<file path="src/oddp_params.svh">
// constants for the object dictionary dump responder
`ifndef ODDP_PARAMS_SVH
`define ODDP_PARAMS_SVH
// ****************************************
// message codes
// ****************************************
`define ODDP_FC_DUMP 8'h65
`define ODDP_FC_OBJ 8'h2B
`define ODDP_FC_ERR 8'h80
`define ODDP_SUB_START 8'h55
`define ODDP_SUB_NEXT 8'hAA
`define ODDP_EXC_EXT 8'hFF
`define ODDP_MEI 8'h0D
`define ODDP_EXC_ABORT 8'hCE
`define ODDP_EXC_PC 8'hAE
`define ODDP_XLEN_ABORT 8'h06
`define ODDP_XLEN_PC 8'h03
`define ODDP_PC_SUPPORTED 8'h85
`define ODDP_PC_RSVD_LO 16'h0078
`define ODDP_PC_RSVD_HI 16'hFF00
`define ODDP_ERR_LEN 32'h0607_0012
`define ODDP_ERR_NO_DATA 32'h0000_0002
`define ODDP_ERR_NO_OBJ 32'h0000_0001
`define ODDP_ERR_CMD 32'h0000_0003
`define ODDP_MAX_FRAMES 8'hFC
// ****************************************
// register map, fields, reset values
// ****************************************
`define ODDP_N_OBJ 8
`define ODDP_REG_CTRL 6'h00
`define ODDP_REG_STATUS 6'h01
`define ODDP_REG_IRQ_STAT 6'h02
`define ODDP_REG_IRQ_MASK 6'h03
`define ODDP_REG_COUNT 6'h04
`define ODDP_REG_SEL 6'h05
`define ODDP_REG_KEY 6'h06
`define ODDP_REG_DATA 6'h07
`define ODDP_CTRL_SEG_LSB 8
`define ODDP_CTRL_RST 4'h8
`define ODDP_STAT_STARTED 8
`define ODDP_STAT_PCF_LSB 12
`define ODDP_KEY_SUB_LSB 16
`define ODDP_KEY_SIZE_LSB 24
`define ODDP_IRQ_SEG 0
`define ODDP_IRQ_END 1
`define ODDP_IRQ_REJ 2
`endif

</file>
<file path="src/oddp_pkg.sv">
// types shared by the object dictionary dump responder
package oddp_pkg;
  typedef struct packed {
    logic [7:0] addr;
    logic [7:0] fc;
    logic [7:0] sub;
    logic [7:0] len;
    logic [15:0] pc;
    logic [15:0] index;
    logic [7:0] subidx;
    logic [7:0] rd_len;
  } oddp_req_t;
  typedef struct packed {
    logic [2:0] size;
    logic [7:0] subidx;
    logic [15:0] index;
  } oddp_ent_t;
  typedef struct packed {
    logic write;
    logic counter;
    logic wide;
    logic multi;
  } oddp_pcf_t;
  typedef enum logic [1:0] {
    ODDP_IDLE = 2'b00,
    ODDP_HDR = 2'b01,
    ODDP_FRM = 2'b11,
    ODDP_ERR = 2'b10
  } oddp_state_t;
endpackage

</file>
<file path="src/oddp_pc_decode.sv">
// protocol-control field decoder
`timescale 1ns/100ps
`include "oddp_params.svh"
module oddp_pc_decode
  import oddp_pkg::*;
(
  input wire logic [15:0] pc,
  output oddp_pcf_t flags,
  output logic unsup
);
  wire logic [15:0] rsvd_mask;
  // one driver for the whole struct keeps strict elaborators content
  assign flags = '{
    write: pc[7], // see RULE5
    counter: pc[2], // see RULE3
    wide: pc[1], // see RULE2
    multi: pc[0] // see RULE1
  };
  // upper byte only exists when the field is two bytes wide
  assign rsvd_mask = pc[1] ? (`ODDP_PC_RSVD_LO | `ODDP_PC_RSVD_HI) : `ODDP_PC_RSVD_LO; // see RULE2
  assign unsup = |(pc & rsvd_mask); // see RULE4
endmodule // oddp_pc_decode

</file>
<file path="src/oddp_match.sv">
// one dictionary entry compared against a requested key
`timescale 1ns/100ps
module oddp_match
  import oddp_pkg::*;
(
  input oddp_ent_t ent,
  input wire logic valid,
  input wire logic [15:0] index,
  input wire logic [7:0] subidx,
  output logic hit
);
  assign hit = valid && ent.index == index && ent.subidx == subidx;
endmodule // oddp_match

</file>
<file path="src/oddp_dump.sv">
// object dictionary dump responder with object access checks
`timescale 1ns/100ps
`include "oddp_params.svh"
// Overview of operation
// RULE1 - pc bit0 set on all but last part
// RULE2 - pc bit1 selects one or two bytes
// RULE3 - pc bit2 flags a counter byte
// RULE4 - master keeps bits 3-6, 8-15 zero
// RULE5 - pc bit7: read zero, write one
// RULE6 - over-long read gets exception response
// RULE7 - code 65 hex dumps whole dictionary
// RULE8 - subfunction 55 restarts at object zero
// RULE9 - master continues with subfunction AA
// RULE10 - exhausted dump answers no-data error
// RULE11 - request: address, code, sub, 00, check
// RULE12 - response echoes header, length, frames
// RULE13 - frame: index lo, hi, sub, count, data
// RULE14 - error: code+80, FF, length, 0D, CE, code
// RULE15 - bad option bits get AE plus support
// RULE16 - pointer advances; early continue restarts
module oddp_dump
  import oddp_pkg::*;
(
  input wire logic mclk,
  input wire logic arst_n,
  input wire logic [7:0] avs_address,
  input wire logic avs_read,
  input wire logic avs_write,
  input wire logic [31:0] avs_writedata,
  output logic [31:0] avs_readdata,
  output logic avs_waitrequest,
  input wire logic req_valid,
  output logic req_ready,
  input oddp_req_t req,
  output logic rsp_valid,
  input wire logic rsp_ready,
  output logic [7:0] rsp_data,
  output logic rsp_last,
  output logic acc_ok,
  output logic [31:0] acc_data,
  output logic irq
);
  // ****************************************
  // state
  // ****************************************
  oddp_state_t st_r, st_nxt;
  oddp_ent_t ent_r [`ODDP_N_OBJ];
  logic [31:0] data_r [`ODDP_N_OBJ];
  logic [3:0] count_r, ptr_r, base_r, obj_r, seg_r, sel_r;
  logic [2:0] fb_r;
  logic [3:0] idx_r;
  logic [23:0] hdr_r;
  logic started_r, err_ae_r, bus_ack_r, out_v_r, out_last_r, acc_ok_r;
  logic [31:0] err_code_r, rdata_r, acc_data_r;
  logic [7:0] out_d_r;
  logic [2:0] irq_stat_r, irq_mask_r;
  oddp_pcf_t pcf_r;
  // ****************************************
  // request decode
  // ****************************************
  oddp_pcf_t pcf;
  logic unsup, too_long, hit_any;
  logic [`ODDP_N_OBJ-1:0] hit;
  logic [2:0] hit_idx;
  wire logic acc = req_valid && req_ready;
  wire logic is_dump = req.fc == `ODDP_FC_DUMP; // see RULE7
  wire logic is_obj = req.fc == `ODDP_FC_OBJ;
  wire logic is_start = req.sub == `ODDP_SUB_START;
  // malformed dump request: nonzero length or unknown subfunction
  wire logic dump_bad = req.len != 8'h00 || (!is_start && req.sub != `ODDP_SUB_NEXT); // see RULE11
  // a continue with no prior start is served as a fresh start
  wire logic [3:0] eff_base = (is_start || !started_r) ? 4'h0 : ptr_r; // see RULE8 RULE16
  wire logic nodata = eff_base >= count_r; // see RULE10
  oddp_pc_decode u_pc (
    .pc(req.pc),
    .flags(pcf),
    .unsup(unsup)
  );
  genvar g;
  generate
    for (g = 0; g < `ODDP_N_OBJ; g++)
    begin : g_match
      oddp_match u_m (
        .ent(ent_r[g]),
        .valid(4'(g) < count_r),
        .index(req.index),
        .subidx(req.subidx),
        .hit(hit[g])
      );
    end
  endgenerate
  always_comb
  begin
    hit_idx = 3'h0;
    for (int i = `ODDP_N_OBJ - 1; i >= 0; i--)
      if (hit[i])
        hit_idx = 3'(i);
  end
  assign hit_any = |hit;
  assign too_long = req.rd_len > 8'(ent_r[hit_idx].size); // see RULE6
  wire logic obj_bad = unsup || (!pcf.write && (!hit_any || too_long));
  wire logic go_err = is_dump ? (dump_bad || nodata) : (is_obj ? obj_bad : 1'b1);
  wire logic go_ae = is_obj && unsup; // see RULE15
  wire logic [31:0] err_code_w = is_dump ? (dump_bad ? `ODDP_ERR_CMD : `ODDP_ERR_NO_DATA)
    : (is_obj ? (hit_any ? `ODDP_ERR_LEN : `ODDP_ERR_NO_OBJ) : `ODDP_ERR_CMD);
  // ****************************************
  // segment sizing
  // ****************************************
  logic [7:0] len_w;
  wire logic [3:0] seg_eff = (seg_r == 4'h0) ? 4'h1 : seg_r;
  wire logic [4:0] seg_sum = {1'b0, base_r} + {1'b0, seg_eff};
  wire logic [3:0] seg_end = (seg_sum > {1'b0, count_r}) ? count_r : seg_sum[3:0];
  always_comb
  begin
    len_w = 8'h00;
    for (int i = 0; i < `ODDP_N_OBJ; i++)
      if (4'(i) >= base_r && 4'(i) < seg_end)
        len_w = len_w + 8'(ent_r[i].size) + 8'h04;
  end
  // ****************************************
  // byte generator
  // ****************************************
  oddp_ent_t cur;
  logic [7:0] gen_byte;
  logic gen_last;
  assign cur = ent_r[obj_r[2:0]];
  wire logic [31:0] cur_data = data_r[obj_r[2:0]];
  wire logic frame_end = {1'b0, fb_r} == 4'(cur.size) + 4'h3;
  wire logic gen_v = st_r != ODDP_IDLE;
  wire logic take = gen_v && (!out_v_r || rsp_ready);
  always_comb
  begin
    gen_byte = 8'h00;
    gen_last = 1'b0;
    unique case (st_r)
      ODDP_IDLE: gen_byte = 8'h00;
      ODDP_HDR:
        unique case (idx_r[1:0]) // see RULE12
          2'h0: gen_byte = hdr_r[23:16];
          2'h1: gen_byte = hdr_r[15:8];
          2'h2: gen_byte = hdr_r[7:0];
          2'h3: gen_byte = len_w;
        endcase
      ODDP_FRM:
      begin
        unique case (fb_r) // see RULE13
          3'h0: gen_byte = cur.index[7:0];
          3'h1: gen_byte = cur.index[15:8];
          3'h2: gen_byte = cur.subidx;
          3'h3: gen_byte = {5'h00, cur.size};
          default: gen_byte = cur_data[{fb_r[1:0], 3'h0} +: 8];
        endcase
        gen_last = frame_end && obj_r + 4'h1 == seg_end;
      end
      ODDP_ERR:
      begin
        case (idx_r) // see RULE14 RULE15
          4'h0: gen_byte = hdr_r[23:16];
          4'h1: gen_byte = hdr_r[15:8] | `ODDP_FC_ERR;
          4'h2: gen_byte = `ODDP_EXC_EXT;
          4'h3: gen_byte = 8'h00;
          4'h4: gen_byte = err_ae_r ? `ODDP_XLEN_PC : `ODDP_XLEN_ABORT;
          4'h5: gen_byte = `ODDP_MEI;
          4'h6: gen_byte = err_ae_r ? `ODDP_EXC_PC : `ODDP_EXC_ABORT;
          4'h7: gen_byte = err_ae_r ? `ODDP_PC_SUPPORTED : err_code_r[7:0];
          4'h8: gen_byte = err_code_r[15:8];
          4'h9: gen_byte = err_code_r[23:16];
          default: gen_byte = err_code_r[31:24];
        endcase
        gen_last = err_ae_r ? idx_r == 4'h7 : idx_r == 4'hA;
      end
    endcase
  end
  // ****************************************
  // sequencer
  // ****************************************
  always_comb
  begin
    st_nxt = st_r;
    unique case (st_r)
      ODDP_IDLE:
        if (acc && go_err)
          st_nxt = ODDP_ERR;
        else if (acc && is_dump)
          st_nxt = ODDP_HDR;
      ODDP_HDR:
        if (take && idx_r == 4'h3)
          st_nxt = ODDP_FRM;
      ODDP_FRM, ODDP_ERR:
        if (take && gen_last)
          st_nxt = ODDP_IDLE;
    endcase
  end
  assign req_ready = st_r == ODDP_IDLE;
  always_ff @(posedge mclk or negedge arst_n)
  begin
    if (!arst_n)
    begin
      st_r <= ODDP_IDLE;
      idx_r <= 4'h0;
      fb_r <= 3'h0;
      obj_r <= 4'h0;
      base_r <= 4'h0;
      hdr_r <= 24'h00_0000;
      err_ae_r <= 1'b0;
      err_code_r <= 32'h0000_0000;
      pcf_r <= '0;
    end
    else
    begin
      st_r <= st_nxt;
      if (acc)
      begin
        idx_r <= 4'h0;
        fb_r <= 3'h0;
        obj_r <= eff_base;
        base_r <= eff_base;
        hdr_r <= {req.addr, req.fc, req.sub};
        err_ae_r <= go_ae;
        err_code_r <= err_code_w;
        if (is_obj)
          pcf_r <= pcf; // see RULE1 RULE2 RULE3 RULE5
      end
      else if (take && st_r == ODDP_FRM)
      begin
        fb_r <= frame_end ? 3'h0 : fb_r + 3'h1;
        if (frame_end)
          obj_r <= obj_r + 4'h1;
      end
      else if (take)
        idx_r <= idx_r + 4'h1;
    end
  end
  // ****************************************
  // dump pointer and output stage
  // ****************************************
  always_ff @(posedge mclk or negedge arst_n)
  begin
    if (!arst_n)
    begin
      ptr_r <= 4'h0;
      started_r <= 1'b0;
      out_v_r <= 1'b0;
      out_d_r <= 8'h00;
      out_last_r <= 1'b0;
      acc_ok_r <= 1'b0;
      acc_data_r <= 32'h0000_0000;
    end
    else
    begin
      if (acc && is_dump && !dump_bad)
      begin
        started_r <= 1'b1;
        ptr_r <= eff_base; // see RULE8
      end
      else if (take && gen_last && st_r == ODDP_FRM)
        ptr_r <= seg_end; // see RULE16
      if (take)
      begin
        out_v_r <= 1'b1;
        out_d_r <= gen_byte;
        out_last_r <= gen_last;
      end
      else if (rsp_ready)
        out_v_r <= 1'b0;
      acc_ok_r <= acc && is_obj && !go_err;
      if (acc && is_obj && !go_err)
        acc_data_r <= data_r[hit_idx];
    end
  end
  assign rsp_valid = out_v_r;
  assign rsp_data = out_d_r;
  assign rsp_last = out_last_r;
  assign acc_ok = acc_ok_r;
  assign acc_data = acc_data_r;
  // ****************************************
  // register slave and interrupt
  // ****************************************
  wire logic [5:0] wa = avs_address[7:2];
  wire logic bus_req = avs_read || avs_write;
  wire logic wr = avs_write && bus_ack_r;
  wire logic [2:0] ev = {acc && go_err && !(is_dump && !dump_bad && nodata),
    acc && is_dump && !dump_bad && nodata, take && gen_last && st_r == ODDP_FRM};
  wire logic [2:0] w1c = (wr && wa == `ODDP_REG_IRQ_STAT) ? avs_writedata[2:0] : 3'h0;
  logic [31:0] rmux;
  always_comb
  begin
    unique case (wa)
      `ODDP_REG_CTRL: rmux = {20'h0_0000, seg_r, 8'h00};
      `ODDP_REG_STATUS: rmux = {16'h0000, pcf_r, 3'h0, started_r, 4'h0, ptr_r};
      `ODDP_REG_IRQ_STAT: rmux = {29'h0, irq_stat_r};
      `ODDP_REG_IRQ_MASK: rmux = {29'h0, irq_mask_r};
      `ODDP_REG_COUNT: rmux = {28'h000_0000, count_r};
      `ODDP_REG_SEL: rmux = {28'h000_0000, sel_r};
      `ODDP_REG_KEY: rmux = {5'h00, ent_r[sel_r[2:0]]};
      `ODDP_REG_DATA: rmux = data_r[sel_r[2:0]];
      default: rmux = 32'h0000_0000;
    endcase
  end
  assign avs_waitrequest = bus_req && !bus_ack_r;
  assign avs_readdata = rdata_r;
  assign irq = |(irq_stat_r & irq_mask_r);
  always_ff @(posedge mclk or negedge arst_n)
  begin
    if (!arst_n)
    begin
      bus_ack_r <= 1'b0;
      rdata_r <= 32'h0000_0000;
      seg_r <= `ODDP_CTRL_RST;
      count_r <= 4'h0;
      sel_r <= 4'h0;
      irq_stat_r <= 3'h0;
      irq_mask_r <= 3'h0;
    end
    else
    begin
      bus_ack_r <= bus_req && !bus_ack_r;
      if (avs_read && !bus_ack_r)
        rdata_r <= rmux;
      // a fresh event outranks a same-cycle clear
      irq_stat_r <= (irq_stat_r & ~w1c) | ev;
      if (wr && wa == `ODDP_REG_CTRL)
        seg_r <= avs_writedata[`ODDP_CTRL_SEG_LSB +: 4];
      if (wr && wa == `ODDP_REG_IRQ_MASK)
        irq_mask_r <= avs_writedata[2:0];
      if (wr && wa == `ODDP_REG_COUNT)
        count_r <= (avs_writedata[3:0] > 4'h8) ? 4'h8 : avs_writedata[3:0];
      if (wr && wa == `ODDP_REG_SEL)
        sel_r <= {1'b0, avs_writedata[2:0]};
    end
  end
  // dictionary storage, no reset needed beyond a known value
  always_ff @(posedge mclk or negedge arst_n)
  begin
    if (!arst_n)
    begin
      for (int i = 0; i < `ODDP_N_OBJ; i++)
      begin
        ent_r[i] <= '0;
        data_r[i] <= 32'h0000_0000;
      end
    end
    else if (wr && wa == `ODDP_REG_KEY)
      ent_r[sel_r[2:0]] <= avs_writedata[26:0];
    else if (wr && wa == `ODDP_REG_DATA)
      data_r[sel_r[2:0]] <= avs_writedata;
  end
endmodule // oddp_dump

</file>
<file path="config.mk">
export PLATFORM = sky130hd
export DESIGN_NAME = oddp_dump
export DESIGN_NICKNAME = d
export VERILOG_FILES = /design/src/oddp_pkg.sv /design/src/oddp_pc_decode.sv /design/src/oddp_match.sv /design/src/oddp_dump.sv
export VERILOG_INCLUDE_DIRS = /design/src /design/src/src
export SDC_FILE = /design/constraint.sdc
export NUM_CORES = 2
export LEC_CHECK = 0
export ABC_CLOCK_PERIOD_IN_PS = 16040
export BUFFER_PORTS_ARGS = -buffer_cell sky130_fd_sc_hd__buf_4
export CAP_MARGIN = 40
export CORE_MARGIN = 1
export CORE_UTILIZATION = 25
export CTS_CLUSTER_DIAMETER = 50
export DETAILED_ROUTE_END_ITERATION = 16
export GPL_ROUTABILITY_DRIVEN = 0
export SLEW_MARGIN = 20
export SYNTH_ARGS = -nofsm -noshare
export SYNTH_HDL_FRONTEND = slang
export SYNTH_HIERARCHICAL = 1
export SYNTH_SLANG_ARGS = --single-unit
</file>
<file path="constraint.sdc">
create_clock -name mclk -period 16.04 [get_ports mclk]
set_input_delay 0.802 -clock mclk [delete_from_list [all_inputs] [get_ports mclk]]
set_output_delay 0.802 -clock mclk [all_outputs]
set_load 0.01 [all_outputs]
</file>
==> qor.txt <==
outcome: complete, no violations
Post-Synth Adder-Cell Area: 2.66%
initial core utilization: 25.3%
vias per std cell: 5.56
combinational family with the most area after synthesis: multiplexers
Area growth syn-to-layout: 17.5%
Non-Filler Instances: 5437
Clk Tree Root Cell: clkbuf_16
leading cell type in the layout, fill and taps excluded: dfrtp_1
Synth Cell Area: 38000 um2
Syn Area/Cell: 11.7 um2
grt ovf: 0
CP max stage cell: dfstp_2
Tcrit/Tclk final: 76.5%
core area: 150000 um2
Min-Delay Path Class: input port to async pin
vias post-DR: 30243
max-slew violation count: 0
Max clock buf depth: 3
post-synthesis register bit count: 619
Worst Path Required: 16600 ps
final hold vios: 0
Pre-antenna DRT Iters: 6
Power Density: 107 nW/um2
critical path launch point: seg_r[3]
Clk Latency, worst-skew pair: 670 ps
# setup viols final: 0
post-route ant nets: 0
global-route wire length before repair: 206000 um
most frequent cells in the layout: dfrtp_1, mux2_2, buf_4, nand2_1, mux4_2
hpwl dp: 95300 um
H-tree levels: 3
Buf+Inv Stages, Crit Path: 5
slew margin rel.: 36.4%
Total Routing Usage GR: 18.0%
die area: 154000 um2
syn_nets: 3444
number of global-route vias before repair: 29164
post-synthesis mux area share: 28.5%
initial antenna violation count: 27
area share of and/or/nand/nor cells after synthesis: 7.72%
Synth cell types: 87
crit-path max FO: 9
placed insts: 5280
CTS Buf Count: 80
Port Buffer Count: 201
CP startpoint kind: flop
Crit. End Element: flop
fraction of layout cells with a size suffix above 1: 33.7%
most used cell, CP: ha_1
Hold-fix buffers, CTS: 0
Ys Warns: 6
number of flops mapped to enable cells by yosys: 0
Compound-Gate Fraction of Synth Area: 12.1%
Setup Total Neg Slack: 0 ps
critical path's top delay family: adder cells
fill cell instance count of the final layout: 15224
clk_skew: 46.4 ps
pin count of the biggest net entering global routing: 118
Worst Setup Path Type: flop to flop
f_max: 81.5 MHz
XOR/XNOR Fraction of Synth Area: 5.04%
Synth Instances: 3242
Residual DRC: 0
Max Cap Viol: 0
Site Rows: 142
worst slew pin tran: 954 ps
postcts setup bufs: 0
Final nets: 3552
DRT Wirelength: 142000 um
# IOs: 204
CTS sink count: 619
prevailing post-synth register cell: dfrtp_1
maximum VDD drop: 0.130 mV
Post-CTS Resized: 0
Die Y-Extent: 392 um
Die W: 392 um
Tmin final: 12270 ps
CTS tree: done
Worst-path clk slew: 60 ps
share of async-settable or async-resettable flops after synthesis: 100%
Critical Path AT: 12820 ps
cell leakage power: 20.0 nW
RSZ-0062 raised after global routing: false
Slowest Stage Delay on Critical Path: 600 ps
reg-to-reg startpoint: seg_r[3]
post-DR wirelength/cell: 26.1 um
sequential share of the synthesized area: 40.7%
initial DRC count: 3986
-- cell usage after synthesis (6+ instances only) --
cell type / number / area share [%]
ha_1: 68 / 2.2
a41oi_1: 6 / 0.14
o211ai_1: 9 / 0.18
a221o_1: 8 / 0.21
o21ai_0: 93 / 1.2
nor3b_1: 6 / 0.12
nand2_1: 213 / 2.1
nor4_1: 34 / 0.56
mux2_2: 474 / 14
o31ai_1: 31 / 0.61
nor3_1: 35 / 0.46
and2_1: 7 / 0.12
a22oi_1: 185 / 3.7
buf_1: 44 / 0.43
o21ai_1: 6 / 0.079
a22o_1: 45 / 1.0
a211oi_1: 7 / 0.14
nor2_1: 114 / 1.1
dfrtp_1: 618 / 41
or2_2: 6 / 0.099
mux2i_1: 91 / 2.4
fa_1: 8 / 0.42
a221oi_1: 39 / 0.90
a31oi_1: 36 / 0.59
nor4_2: 8 / 0.26
nand2b_1: 17 / 0.28
nand3_1: 36 / 0.47
nand4_1: 57 / 0.94
xnor2_1: 85 / 2.0
xor2_1: 127 / 2.9
o22ai_1: 21 / 0.35
and3_1: 16 / 0.26
inv_1: 57 / 0.56
mux4_2: 204 / 12
a21o_1: 18 / 0.36
clkbuf_1: 194 / 1.9
nor2b_1: 10 / 0.16
a21oi_1: 111 / 1.5
-- flip-flops by register name, indices dropped and copies added, names as in the netlist, 4 cells and up --
| name | cells |
|---|---|
| data_r | 256 |
| ent_r | 216 |
| acc_data | 32 |
| avs_readdata | 32 |
| hdr_r | 24 |
| rsp_data | 8 |
| base_r | 4 |
| count_r | 4 |
| idx_r | 4 |
| obj_r | 4 |
| pcf_r | 4 |
| ptr_r | 4 |
| seg_r | 4 |
-- layout make-up --
class	instances	area (um2)	area share [%]
Inverter	60	225	0.504
Timing Repair Buffer	276	2250	5.05
Clock inverter	43	517	1.16
Clock buffer	104	2220	4.98
Multi-Input combinational cell	2313	21400	48.0
Sequential cell	619	15500	34.7
Tap cell	2016	2520	5.64
Antenna cell	6	15.0	0.0336
-- path summary, 6_finish.rpt --
kind / endpoint / slack, ps / depth (start not counted)
hold / removal: hdr_r[20] / 160 / 1
setup reg to reg: rsp_data[3] / 3770 / 48
setup / recovery: rsp_data[3] / 3770 / 48
hold reg to reg: hdr_r[5] / 480 / 2
min in group mclk: hdr_r[15] / 360 / 3
max in group asynchronous: data_r[67] / 12600 / 8
-- metrics by stage --
| stage | cell area (um2) | power [W] | util, % | worst slack [ps] | hold slack, ps |
|---|---|---|---|---|---|
| after floorplan | 38000 | 0.00253 | - | 4920 | 446 |
| after detailed placement | 41900 | 0.00293 | 27.8 | 3860 | 471 |
| after CTS | 44600 | 0.00480 | 29.6 | 3790 | 183 |
| after global routing | 44700 | 0.00498 | 29.7 | 3160 | 221 |
| after global placement | 41700 | 0.00291 | 27.7 | 4070 | 466 |
| final | 44700 | 0.00480 | 29.7 | 3770 | 158 |
-- kinds of logic after synthesis --
kind of cell,count (synthesis)
AO/OA/AOI/OAI,657
XOR/XNOR,215
adder cells (fa/ha/maj),76
buffers and inverters,310
flip-flops,619
multiplexers,770
AND/OR/NAND/NOR,595
-- where the power goes --
part / switching, W / internal, W / leakage [nW]
clock: 0.000776 / 0.00108 / 1.32
combinational: 0.000730 / 0.000468 / 10.2
sequential: 0.000107 / 0.00163 / 8.53
-- per-layer routing --
layer  global-route usage, %  up-vias  routed length [um]
li1                        -    12599                   -
met1                    24.8    15448               58000
met2                    26.7     1845               61300
met3                    5.78      325               17600
met4                    5.76       26                4910
met5                       0        -                 169
(Power assumes the default switching activity.)
